<file path="src/design/usbdc_pkg.sv">
/*
  Shared constants and types of the device port global control block.
  Assumes a 100 MHz system clock and a 32-bit Avalon-MM register bus.
*/
package usbdc_pkg;
  // ********************************************************
  // Register byte addresses
  // ********************************************************
  localparam logic [31:0] ADDR_CTRL = 32'hFFF78000;
  localparam logic [31:0] ADDR_FNUM = 32'hFFF78004;
  localparam logic [31:0] ADDR_IEN = 32'hFFF78010;
  localparam logic [31:0] ADDR_INTSTA = 32'hFFF78014;
  localparam logic [31:0] ADDR_CLRINT = 32'hFFF78018;

  // ********************************************************
  // Field positions and reset values
  // ********************************************************
  localparam int DEVICE_ADDRESS_FIELD_W = 7;
  localparam int CTRL_ADDR_EN_BIT = 7;
  localparam int CTRL_EN_BIT = 8;
  localparam int CTRL_DETACH_BIT = 9;
  localparam int CTRL_RWAKE_BIT = 10;
  localparam int CTRL_PULLD_BIT = 11;
  localparam logic CTRL_EN_RESET = 1'b0;
  localparam logic CTRL_DETACH_RESET = 1'b1;
  localparam logic CTRL_PULLD_RESET = 1'b0;
  localparam int FRAME_W = 11;
  localparam int UFRAME_W = 3;
  localparam int FRAME_NUMBER_CRC_ERROR_BIT = 31;
  localparam logic [31:0] IEN_MASK = 32'h7E007FFE;
  localparam logic [31:0] IEN_RESET = 32'h00000000;
  localparam int IEN_EPT_LSB = 8;
  localparam int IEN_DMA_LSB = 25;
  localparam int NUM_EPT = 7;
  localparam int NUM_DMA = 6;

  // Status flag positions, shared by enable, status and clear registers
  localparam int FLAG_SUSP = 1;
  localparam int FLAG_USOF = 2;
  localparam int FLAG_SOF = 3;
  localparam int FLAG_ENDRST = 4;
  localparam int FLAG_WAKE = 5;
  localparam int FLAG_ENDRSM = 6;
  localparam int FLAG_UPSTR = 7;

  // ********************************************************
  // Timing
  // ********************************************************
  localparam int CLK_MHZ = 100;
  localparam int CYC_PER_MS = CLK_MHZ * 1000;
  localparam int SUSPEND_IDLE_MS = 3;
  localparam int RWAKE_SUSP_MS = 5;
  localparam int RESUME_DRIVE_MS = 1;
  localparam int SUSPEND_CYCLES = SUSPEND_IDLE_MS * CYC_PER_MS;
  localparam int RWAKE_CYCLES = RWAKE_SUSP_MS * CYC_PER_MS;
  localparam int RESUME_CYCLES = RESUME_DRIVE_MS * CYC_PER_MS;

  // ********************************************************
  // Types
  // ********************************************************
  typedef struct packed {
    logic valid;
    logic micro;
    logic crc_err;
    logic [FRAME_W-1:0] frame;
  } usbdc_sof_t;

  typedef struct packed {
    logic dp_pullup;
    logic dp_pulldown;
    logic dm_pulldown;
    logic suspend_n;
  } usbdc_pad_t;

  typedef enum logic [1:0] {
    RS_IDLE = 2'b00,
    RS_WAIT = 2'b01,
    RS_DRIVE = 2'b10
  } usbdc_rs_t;
endpackage

</file>
<file path="src/design/usbdc_top.sv">
/*
  Global control and status of the high speed device port: address, enable,
  pad control, remote wakeup, frame numbering, interrupt enable and status.
  Assumes line-side events arrive as one-cycle pulses or levels synchronous
  to clk_sys from the packet engine, and an Avalon-MM master on the bus.
*/
// Decided for this implementation: the Avalon-MM slave port.
module usbdc_top #(
  parameter int SUSPEND_CYC = usbdc_pkg::SUSPEND_CYCLES,
  parameter int RWAKE_CYC = usbdc_pkg::RWAKE_CYCLES,
  parameter int RESUME_CYC = usbdc_pkg::RESUME_CYCLES
) (
  // Clock and reset
  input wire logic clk_sys,
  input wire logic rst,
  // Avalon-MM slave
  input wire logic [31:0] avs_address,
  input wire logic avs_read,
  input wire logic avs_write,
  input wire logic [31:0] avs_writedata,
  input wire logic [3:0] avs_byteenable,
  output logic [31:0] avs_readdata,
  output logic avs_waitrequest,
  // Line-side events and levels
  input wire logic usb_reset,
  input wire logic bus_reset_end,
  input wire usbdc_pkg::usbdc_sof_t sof,
  input wire logic line_idle_j,
  input wire logic line_active,
  input wire logic host_resume_end,
  input wire logic hs_mode,
  // Token address check
  input wire logic token_valid,
  input wire logic [usbdc_pkg::DEVICE_ADDRESS_FIELD_W-1:0] token_addr,
  output logic token_match,
  // Endpoint and channel interrupt sources
  input wire logic [usbdc_pkg::NUM_EPT-1:0] ept_irq,
  input wire logic [usbdc_pkg::NUM_DMA:1] dma_irq,
  // Controller and pad control
  output logic controller_enable,
  output logic core_reset,
  output usbdc_pkg::usbdc_pad_t pad,
  output logic resume_drive,
  output logic irq
);
  import usbdc_pkg::*;

  // ********************************************************
  // Declarations
  // ********************************************************
  logic ack;
  logic wr_take;
  logic [31:0] wmask;
  logic [31:0] wdata;
  logic [DEVICE_ADDRESS_FIELD_W-1:0] device_address_field;
  logic addr_en;
  logic detach;
  logic pulldown_disable;
  logic rwake;
  logic rwake_clr;
  logic [31:0] ien;
  logic [7:1] flags;
  logic [7:1] flag_set;
  logic [7:1] flag_clr;
  logic [NUM_EPT-1:0] ept_stat;
  logic [NUM_DMA:1] dma_stat;
  logic suspended;
  logic idle_done;
  logic rwake_done;
  logic drive_done;
  logic [FRAME_W-1:0] frame;
  logic [UFRAME_W-1:0] uframe;
  logic frame_number_crc_error;
  logic irq_src;
  logic [31:0] next_readdata;
  usbdc_rs_t rs_state;
  usbdc_rs_t next_rs_state;

  // ********************************************************
  // Avalon-MM slave handshake
  // ********************************************************
  // One wait cycle per access; the write lands on the edge waitrequest is low
  always_ff @(posedge clk_sys or posedge rst)
  begin
    if (rst)
      ack <= 1'b0;
    else
      ack <= (avs_read || avs_write) && !ack;
  end

  assign avs_waitrequest = (avs_read || avs_write) && !ack;
  assign wr_take = avs_write && ack;
  assign wmask = {{8{avs_byteenable[3]}}, {8{avs_byteenable[2]}},
                  {8{avs_byteenable[1]}}, {8{avs_byteenable[0]}}};
  assign wdata = avs_writedata & wmask;

  // Read data sampled in the wait cycle, stands on the accepting edge
  always_comb
  begin
    next_readdata = 32'h00000000;
    case (avs_address)
      ADDR_CTRL: next_readdata = {20'h00000, pulldown_disable, rwake, detach,
                                  controller_enable, addr_en, device_address_field};
      ADDR_FNUM: next_readdata = {frame_number_crc_error, 17'h00000, frame, uframe};
      ADDR_IEN: next_readdata = ien;
      ADDR_INTSTA: next_readdata = {1'b0, dma_stat, 9'h000, 1'b0, ept_stat,
                                    flags, hs_mode};
      default: next_readdata = 32'h00000000;
    endcase
  end

  always_ff @(posedge clk_sys or posedge rst)
  begin
    if (rst)
      avs_readdata <= 32'h00000000;
    else if (avs_read && !ack)
      avs_readdata <= next_readdata;
  end

  // ********************************************************
  // Device control register
  // ********************************************************
  // Bus reset outranks a firmware write landing in the same cycle
  always_ff @(posedge clk_sys or posedge rst)
  begin
    if (rst)
    begin
      device_address_field <= '0;
      addr_en <= 1'b0;
    end
    else if (usb_reset)
    begin
      device_address_field <= '0;
      addr_en <= 1'b0;
    end
    else if (wr_take && avs_address == ADDR_CTRL)
    begin
      if (avs_byteenable[0])
      begin
        device_address_field <= avs_writedata[DEVICE_ADDRESS_FIELD_W-1:0];
        if (avs_writedata[CTRL_ADDR_EN_BIT])
          addr_en <= 1'b1;
      end
    end
  end

  // Plain read-write controls
  always_ff @(posedge clk_sys or posedge rst)
  begin
    if (rst)
    begin
      controller_enable <= CTRL_EN_RESET;
      detach <= CTRL_DETACH_RESET;
      pulldown_disable <= CTRL_PULLD_RESET;
    end
    else if (wr_take && avs_address == ADDR_CTRL && avs_byteenable[1])
    begin
      controller_enable <= avs_writedata[CTRL_EN_BIT];
      detach <= avs_writedata[CTRL_DETACH_BIT];
      pulldown_disable <= avs_writedata[CTRL_PULLD_BIT];
    end
  end

  // Core held in reset while disabled
  assign core_reset = !controller_enable;

  // Wakeup request: software set wins over the hardware clear
  always_ff @(posedge clk_sys or posedge rst)
  begin
    if (rst)
      rwake <= 1'b0;
    else if (wr_take && avs_address == ADDR_CTRL && wdata[CTRL_RWAKE_BIT])
      rwake <= 1'b1;
    else if (rwake_clr)
      rwake <= 1'b0;
  end

  // Token filter: zero is the only address until address state is entered
  assign token_match = token_valid
                       && (token_addr == (addr_en ? device_address_field : '0));

  // ********************************************************
  // Pad control
  // ********************************************************
  // Registered so the pads never glitch while a control write settles
  always_ff @(posedge clk_sys or posedge rst)
  begin
    if (rst)
      pad <= '{dp_pullup: 1'b0, dp_pulldown: 1'b0, dm_pulldown: 1'b0, suspend_n: 1'b0};
    else
    begin
      pad.dp_pullup <= !detach;
      pad.dp_pulldown <= detach && !pulldown_disable;
      pad.dm_pulldown <= !pulldown_disable;
      pad.suspend_n <= !detach;
    end
  end

  // ********************************************************
  // Suspend detection and remote wakeup
  // ********************************************************
  usbdc_timer #(
    .LIMIT(SUSPEND_CYC)
  ) u_idle (
    .clk_sys(clk_sys),
    .rst(rst),
    .run(line_idle_j && controller_enable),
    .done(idle_done)
  );

  usbdc_timer #(
    .LIMIT(RWAKE_CYC)
  ) u_rwake (
    .clk_sys(clk_sys),
    .rst(rst),
    .run(suspended),
    .done(rwake_done)
  );

  usbdc_timer #(
    .LIMIT(RESUME_CYC)
  ) u_drive (
    .clk_sys(clk_sys),
    .rst(rst),
    .run(rs_state == RS_DRIVE),
    .done(drive_done)
  );

  // Suspend state, left on any line activity, host resume or bus reset
  always_ff @(posedge clk_sys or posedge rst)
  begin
    if (rst)
      suspended <= 1'b0;
    else if (line_active || usb_reset || host_resume_end || drive_done)
      suspended <= 1'b0;
    else if (idle_done)
      suspended <= 1'b1;
  end

  // Resume sequencer; the 5 ms wait restarts if the bus wakes meanwhile
  always_comb
  begin
    next_rs_state = rs_state;
    case (rs_state)
      RS_IDLE: if (rwake) next_rs_state = RS_WAIT;
      RS_WAIT: if (rwake_done) next_rs_state = RS_DRIVE;
      RS_DRIVE: if (drive_done) next_rs_state = RS_IDLE;
      default: next_rs_state = RS_IDLE;
    endcase
  end

  always_ff @(posedge clk_sys or posedge rst)
  begin
    if (rst)
      rs_state <= RS_IDLE;
    else
      rs_state <= next_rs_state;
  end

  assign rwake_clr = (rs_state == RS_DRIVE) && drive_done;
  assign resume_drive = (rs_state == RS_DRIVE);

  // ********************************************************
  // Frame numbering
  // ********************************************************
  usbdc_frame u_frame (
    .clk_sys(clk_sys),
    .rst(rst),
    .enable(controller_enable),
    .sof(sof),
    .frame(frame),
    .uframe(uframe),
    .crc_err(frame_number_crc_error)
  );

  // ********************************************************
  // Interrupt enable, status and clear
  // ********************************************************
  // Hardware set of end-of-reset enable wins over a firmware write
  always_ff @(posedge clk_sys or posedge rst)
  begin
    if (rst)
      ien <= IEN_RESET;
    else
    begin
      if (wr_take && avs_address == ADDR_IEN)
        ien <= ((ien & ~wmask) | wdata) & IEN_MASK;
      if (bus_reset_end)
        ien[FLAG_ENDRST] <= 1'b1;
    end
  end

  // Event sources of the sticky flags
  always_comb
  begin
    flag_set = '0;
    flag_set[FLAG_SUSP] = idle_done && !suspended;
    flag_set[FLAG_USOF] = controller_enable && sof.valid && sof.micro;
    flag_set[FLAG_SOF] = controller_enable && sof.valid && !sof.micro;
    flag_set[FLAG_ENDRST] = bus_reset_end;
    flag_set[FLAG_WAKE] = suspended && line_active && rs_state != RS_DRIVE;
    flag_set[FLAG_ENDRSM] = host_resume_end;
    flag_set[FLAG_UPSTR] = (rs_state == RS_WAIT) && rwake_done;
  end

  // Only the clear register touches flags; status writes fall through
  assign flag_clr = (wr_take && avs_address == ADDR_CLRINT) ? wdata[7:1] : '0;

  // A set in the same cycle as its clear survives
  always_ff @(posedge clk_sys or posedge rst)
  begin
    if (rst)
      flags <= '0;
    else
      flags <= (flags & ~flag_clr) | flag_set;
  end

  // Endpoint and channel status follow their sources, gated by enable
  assign ept_stat = ept_irq & ien[IEN_EPT_LSB +: NUM_EPT];
  assign dma_stat = dma_irq & ien[IEN_DMA_LSB +: NUM_DMA];

  // Any enabled pending source, registered below so irq never glitches
  assign irq_src = |(flags & ien[7:1]) || |ept_stat || |dma_stat;

  always_ff @(posedge clk_sys or posedge rst)
  begin
    if (rst)
      irq <= 1'b0;
    else
      irq <= irq_src;
  end
endmodule

</file>
<file path="src/design/usbdc_timer.sv">
/*
  Saturating cycle counter that runs while a level is held.
  Assumes the run level is synchronous to clk_sys.
*/
module usbdc_timer #(
  parameter int LIMIT = 16
) (
  // Clock and reset
  input wire logic clk_sys,
  input wire logic rst,
  // Control
  input wire logic run,
  output logic done
);
  import usbdc_pkg::*;
  localparam int W = $clog2(LIMIT + 1);
  localparam logic [W-1:0] LIM = W'(LIMIT);
  logic [W-1:0] count;

  // Restarts from zero whenever run drops, so a broken interval never counts
  always_ff @(posedge clk_sys or posedge rst)
  begin
    if (rst)
      count <= '0;
    else if (!run)
      count <= '0;
    else if (count != LIM)
      count <= count + 1'b1;
  end

  assign done = run && (count == LIM);
endmodule

</file>
<file path="src/design/usbdc_frame.sv">
/*
  Frame and microframe numbering with frame number CRC error flag.
  Assumes one start-of-frame event per valid cycle from the packet decoder.
*/
module usbdc_frame (
  // Clock and reset
  input wire logic clk_sys,
  input wire logic rst,
  // Start of frame events
  input wire logic enable,
  input wire usbdc_pkg::usbdc_sof_t sof,
  // Frame state
  output logic [usbdc_pkg::FRAME_W-1:0] frame,
  output logic [usbdc_pkg::UFRAME_W-1:0] uframe,
  output logic crc_err
);
  import usbdc_pkg::*;

  // A corrupted frame number keeps the last good one; the error bit sets and uframe still clears
  always_ff @(posedge clk_sys or posedge rst)
  begin
    if (rst)
    begin
      frame <= '0;
      uframe <= '0;
      crc_err <= 1'b0;
    end
    else if (enable && sof.valid)
    begin
      crc_err <= sof.crc_err;
      if (sof.micro)
        uframe <= uframe + 1'b1;
      else
      begin
        uframe <= '0;
        if (!sof.crc_err)
          frame <= sof.frame;
      end
    end
  end
endmodule

</file>
<file path="config.mk">
export PLATFORM = sky130hd
export DESIGN_NAME = usbdc_top
export DESIGN_NICKNAME = d
export VERILOG_FILES = /design/src/design/usbdc_pkg.sv /design/src/design/usbdc_top.sv /design/src/design/usbdc_timer.sv /design/src/design/usbdc_frame.sv
export SDC_FILE = /design/constraint.sdc
export NUM_CORES = 1
export LEC_CHECK = 0
export ABC_CLOCK_PERIOD_IN_PS = 5100
export CAP_MARGIN = 15
export CORE_UTILIZATION = 60
export DETAILED_ROUTE_END_ITERATION = 7
export DONT_BUFFER_PORTS = 1
export HOLD_SLACK_MARGIN = 0.08
export PLACE_DENSITY = 0.76
export SLEW_MARGIN = 20
export SYNTH_ARGS = -nofsm -noshare
export SYNTH_HDL_FRONTEND = slang
export SYNTH_SLANG_ARGS = --single-unit
</file>
<file path="constraint.sdc">
create_clock -name clk_sys -period 5.1 [get_ports clk_sys]
set_input_delay 0.51 -clock clk_sys [delete_from_list [all_inputs] [get_ports clk_sys]]
set_output_delay 0.51 -clock clk_sys [all_outputs]
set_load 0.05 [all_outputs]
</file>
==> impl_metrics.yaml, run 1 <==
cells_and_area:
  syn_to_final_growth_pct: 9.19
  final_nets: 811
  antenna_cells: 0
  drive_gt1_share_pct: 13.8
routing:
  drt_iter0_drc: 535
  routed_wl_um: 16900
  dr.pass1.iters: 7
  via_count: 5549
  wl_per_cell_um: 20.0
  drc: 38
  via_per_inst: 6.55
  postRouteAntennaNets: 0
min_path:
  hold_path_class: "input pin to async pin"
synthesis:
  synthTopCellsByCount: "138 x dfrtp_1, 61 x nand2_1, 50 x o21ai_0"
  synth_edf_count: 0
  async_flop_share_pct: 100
  synth_area_leaders: "dfrtp_1 48%, mux2_2 4.3%, o21ai_0 3.5%"
  synth_top_cell_by_area: "dfrtp_1"
  yosys_warnings: 0
  synth.distinct_cells: 62
  synth_top_area_share_pct: 48.4
  yosysMostFrequentCell: "dfrtp_1"
  syn_avg_cell_area_um2: 10.2
  ys_ff_latch: 139
  synth_seq_area_share_pct: 48.8
  synth_top_flop_cell: "dfrtp_1"
  syn_area_um2: 7140
  synthCells: 701
power:
  vdd_drop_max_mv: 0.184
  power.density_nw_per_um2: 316
  leakagePower_nw: 3.17
sta:
  finClkSkew_ns: 0.00863
  grt_setup_unrepaired: "false"
  relSlewSlack_pct: 27.7
  worstMarginPinSlew_ns: 1.07
  period_needed_ns: 2.71
  max_freq_ghz: 0.368
  finalHoldViolCount: 0
  maxSlewViolCount: 0
  finalSetupViolCount: 0
  holdWs_ns: 0.0528
  worst_slack_ns: 2.39
  period_share_pct: 53.2
  final.setup.tns_ns: 0
die:
  die_h_um: 111
  die_area_um2: 12300
  rows: 39
  ios: 155
  die_x_um: 111
  core_area_um2: 11500
  initial_core_util_pct: 62.0
placement:
  place_ws_ns: 2.23
  dp_hpwl_um: 11700
  routabilityCongestion: 0.888
  port_buffers: 0
worst_setup_path:
  crit_path_max_fanout: 10
  cpMaxStageDelayCell: "dfrtp_1"
  r2r_slack_ns: 2.39
  r2r-start: "controller_enable"
  worstSetupStartpointType: "register"
  slowest_delay_ns: 0.82
  endpoint: "u_frame.frame[8]"
  endpoint_kind: "register"
  r2r_cells: 5
  critPathLaunch: "controller_enable"
  crit_type: "register to register"
  crit_required_ns: 5.41
  cp.arrival_ns: 3.02
  path_cells: "nand2_1, or2_2, nor2_1, buf_4, mux2_2"
  r2r_end: "u_frame.frame[8]"
clock_network:
  root_buffer: "clkbuf_16"
  postCtsSetupRepairBufs: 0
  htreeDepth: 4
  post_cts_resized: 0
  clock_latency_ns: 0.43
  clk_pin_slew_ns: 0.06
  cts_tree: "done"
  numCtsBuffers: 17
  cts.sinks: 139
  cts_hold_buffers: 0
  clock_path_buffers: 2
run:
  max_cap_violations: 0
grt:
  grtUsageTotal_pct: 28.7
  grt_pass1_vias: 5368
  grt-ovfl-total: 0
  grt_max_degree: 75
  grt_pass1_wl_um: 27500
  grt_antenna_before_repair: 0
outcome:
  failed_checks: "design-rule violations"
  status: "complete, but fails checks"
cell families after synthesis:
kind of cell,count (synthesis),share of synthesized area (%)
AOI/OAI and AO/OA,145,12.5
and+or+nand+nor,260,20.5
adders and majority gates,7,1.23
other,1,0.0526
buffers and inverters,75,4.87
DFF,139,48.8
muxes,48,8.93
xor gates and xnor gates,26,3.19
metrics by stage:
step / std cells / util, % / area (µm²) / total power (W)
global placement: 815 / 62.2 / 7170 / 0.00120
finish: 847 / 67.7 / 7790 / 0.00246
floorplan: 710 / - / 7170 / 0.00120
detailed placement: 815 / 62.2 / 7170 / 0.00120
CTS: 847 / 67.6 / 7780 / 0.00247
global route: 847 / 67.7 / 7790 / 0.00253
worst min path at each step:
stage	slack [ns]	depth (start not counted)	end
6_report	0.05	1	u_rwake.count[8]
5_1_grt	0.10	1	u_rwake.count[10]
4_1_cts	0.08	1	u_idle.count[6]
3_5_place_dp	0.46	1	pad[0]
3_3_place_gp	0.46	1	pad[0]
2_1_floorplan	0.43	1	pad[1]
report_power, final:
part / leakage (nW) / total, W / internal [W] / switching (W)
clock: 0.296 / 0.00129 / 0.000798 / 0.000489
combinational: 0.999 / 0.0000729 / 0.0000155 / 0.0000574
sequential: 1.88 / 0.00110 / 0.00110 / 0.000000471
total: 3.17 / 0.00246 / 0.00192 / 0.000547
critical path, delay by kind of cell, from the launching register on:
kind                   cells  cell delay, ns
buffers and inverters      1            0.29
flip-flops                 1            0.82
multiplexers               1            0.35
AND/OR/NAND/NOR            3            1.13
layout make-up:
cell class / instances / area [µm²]
inverters: 33 / 129
repair buffers: 4 / 30.0
fillers: 862 / 3720
flip-flops and latches: 139 / 3480
well taps: 143 / 179
clock inverters: 13 / 166
clock buffers: 19 / 453
multi-input cells: 496 / 3350
metal layers:
layer  vias to the layer above  track usage [%]  share of wire, %  wire, µm
li1                       2527                -                 -         -
met3                        48             8.31               8.6      1450
met4                         0             13.2               3.4       576
met2                       251             47.4                49      8280
met1                      2723             35.1                39      6600
met5                         -                0                 0         0
cell usage in the layout, fill, tap and decap left out, types with 4 or more instances in the layout:
cell | synthesis | layout
or4_1 | 10 | 10
clkbuf_16 | 0 | 17
and2_1 | 5 | 5
ha_1 | 7 | 7
a221oi_1 | 4 | 4
or3_1 | 17 | 17
a22o_1 | 5 | 5
mux2_4 | 7 | 7
inv_1 | 33 | 32
nand3_1 | 25 | 25
a31oi_1 | 6 | 6
a21oi_1 | 39 | 39
nor2b_1 | 6 | 6
mux4_2 | 7 | 7
xnor2_1 | 8 | 8
nand2_1 | 61 | 61
nand4_1 | 30 | 30
buf_4 | 11 | 4
nor4_2 | 2 | 4
mux2i_1 | 7 | 7
o21ai_0 | 50 | 50
nor4b_1 | 5 | 5
nor2_1 | 41 | 41
conb_1 | 1 | 10
nand2b_1 | 9 | 9
nor4_1 | 8 | 6
and3_1 | 7 | 7
o31ai_1 | 19 | 19
nor3_1 | 12 | 12
xor2_1 | 18 | 18
mux2_2 | 27 | 27
o221ai_1 | 5 | 5
and4_1 | 6 | 6
dfrtp_1 | 138 | 138
(Power assumes the default switching activity.)
==> run 2, diff against run 1 <==
--- a/config.mk
+++ b/config.mk
@@ -5,7 +5,7 @@
 export SDC_FILE = /design/constraint.sdc
 export NUM_CORES = 1
 export LEC_CHECK = 0
-export ABC_CLOCK_PERIOD_IN_PS = 5100
+export ABC_CLOCK_PERIOD_IN_PS = 2700
 export CAP_MARGIN = 15
 export CORE_UTILIZATION = 60
 export DETAILED_ROUTE_END_ITERATION = 7
==> constraint.sdc (replaced) <==
create_clock -name clk_sys -period 2.7 [get_ports clk_sys]
set_input_delay 0.27 -clock clk_sys [delete_from_list [all_inputs] [get_ports clk_sys]]
set_output_delay 0.27 -clock clk_sys [all_outputs]
set_load 0.05 [all_outputs]
==> run 2 against run 1 <==
Net effect: the flow still finishes with violations (design-rule violations); combinational power rose to 3.1 times the previous value; worst setup slack worse by 1.9 ns; die area unchanged; via count up 9.9%; clock power up 69%; first-iteration DRC count up 27%; global-route usage up 5.1 points; critical path depth down 1; sequential share of layout area down 3.1 points; non-clock buffer count up 66; critical path type unchanged; largest cell class unchanged; largest power group unchanged.
==> impl_metrics.yaml, run 2 (synthesis results as in run 1) <==
worst_setup_path:
  crit_required_ns: 3.01
  cp.arrival_ns: 2.55
  endpoint_kind: "register"
  crit_path_max_fanout: 8
  crit_type: "register to register"
  worstSetupStartpointType: "register"
sta:
  period_needed_ns: 2.24
  period_share_pct: 82.8
  finClkSkew_ns: 0.00962
  finalSetupViolCount: 0
  maxSlewViolCount: 0
  finalHoldViolCount: 0
  grt_setup_unrepaired: "false"
  max_freq_ghz: 0.447
  final.setup.tns_ns: 0
  holdWs_ns: 0.0929
  relSlewSlack_pct: 34.3
  worstMarginPinSlew_ns: 0.983
grt:
  grt_pass1_vias: 6154
  grtUsageTotal_pct: 33.9
  grt_use_met3_pct: 10.5
  use_met2_pct: 55.3
  grt-ovfl-total: 0
  grt_antenna_before_repair: 1
  grtUsageMet1_pct: 38.6
  grt_max_degree: 44
  grt_pass1_wl_um: 32000
  grt-busiest-layer: "met2"
cells_and_area:
  final_nets: 877
  layout_commonest_cell: "dfrtp_1"
  drive_gt1_share_pct: 13.8
  finalNonFillerCells: 913
  syn_to_final_growth_pct: 17.2
  final_cell_mix: "138 x dfrtp_1, 61 x nand2_1, 55 x dlygate4sd3_1, 50 x o21ai_0, 41 x nor2_1"
clock_network:
  htreeDepth: 4
  cts.sinks: 139
  clk_pin_slew_ns: 0.06
  clock_path_buffers: 2
  numCtsBuffers: 17
  clock_latency_ns: 0.43
  postCtsSetupRepairBufs: 0
  root_buffer: "clkbuf_16"
  cts_tree: "done"
routing:
  postRouteAntennaNets: 0
  via_count: 6101
  routed_wl_um: 19600
  via_per_inst: 6.68
  wl_per_cell_um: 21.4
  drc: 40
  drt_iter0_drc: 680
  dr.pass1.iters: 8
placement:
  routabilityCongestion: 0.878
  place_inst: 826
  port_buffers: 0
  dp_hpwl_um: 13000
power:
  vdd_drop_max_mv: 0.287
  power.density_nw_per_um2: 537
  leakagePower_nw: 3.41
run:
  max_cap_violations: 0
die:
  core_area_um2: 11500
  die_x_um: 111
  die_area_um2: 12300
  ios: 155
  rows: 39
  die_h_um: 111
  initial_core_util_pct: 62.0
min_path:
  hold_path_class: "input pin to register"
outcome:
  status: "complete, but fails checks"
  failed_checks: "design-rule violations"
## run 2: cell count changes in the layout (fill, tap and decap cells not counted), sizes merged
cell / previous run / this run
dlygate4sd3: 0 / 55
buf: 4 / 15
clkinvlp: 3 / 7
bufinv: 3 / 1
clkbuf: 19 / 17
diode: 0 / 1
inv: 35 / 34
## run 2: final timing paths
kind,start,end,slack [ns],cells past startpoint
max,ack,register,0.46,4
min,sof[12],flags[2],0.09,2
max reg2reg,ack,register,0.46,4
min reg2reg,pulldown_disable,pad[1],0.48,1
max in group asynchronous,rst,detach,1.30,3
min in group asynchronous,rst,u_drive.count[2],0.53,2
## run 2: metrics by stage
step / total power, W / setup slack [ns] / instance area [µm²] / util [%]
CTS: 0.00450 / 0.501 / 8360 / 72.6
floorplan: 0.00227 / 0.0746 / 7170 / -
finish: 0.00449 / 0.463 / 8360 / 72.6
global placement: 0.00227 / 0.569 / 7260 / 63.0
global route: 0.00461 / 0.366 / 8360 / 72.6
detailed placement: 0.00227 / 0.498 / 7260 / 63.0
## run 2: worst max-delay path: stages, from the launching register on
cell and delay, ns:
dfrtp_1 0.36, nor4b_2 0.36, nand2_1 0.35, or4_4 0.70, mux2_4 0.35
## run 2: what timing repair did
item | 4_1_cts | 5_1_grt
endpoints found under the setup margin | 0 | 0
hold buffers | 55 | 0
endpoints found under the hold margin | 108 | 0
gates resized for setup | 0 | 0
## run 2: final cells by class
type                    count  area (µm²)
clock inverters            14         125
clock buffers              17         425
diodes                      1        2.50
flip-flops and latches    139        3480
fillers                   779        3150
well taps                 143         179
repair buffers             70         676
multi-input cells         496        3350
inverters                  33         128
## run 2: power by group
part,internal [W],switching [W]
registers,0.00209,0.00000118
clock network,0.00126,0.000921
logic,0.0000852,0.000139
total,0.00343,0.00106
## run 2: per-layer routing
| metal | share of wire [%] | wire, µm | vias up |
|---|---|---|---|
| met4 | 6.0 | 1170 | 0 |
| met3 | 9.3 | 1820 | 113 |
| li1 | - | - | 2666 |
| met5 | 0 | 0 | - |
| met1 | 36 | 7000 | 2965 |
| met2 | 49 | 9560 | 357 |
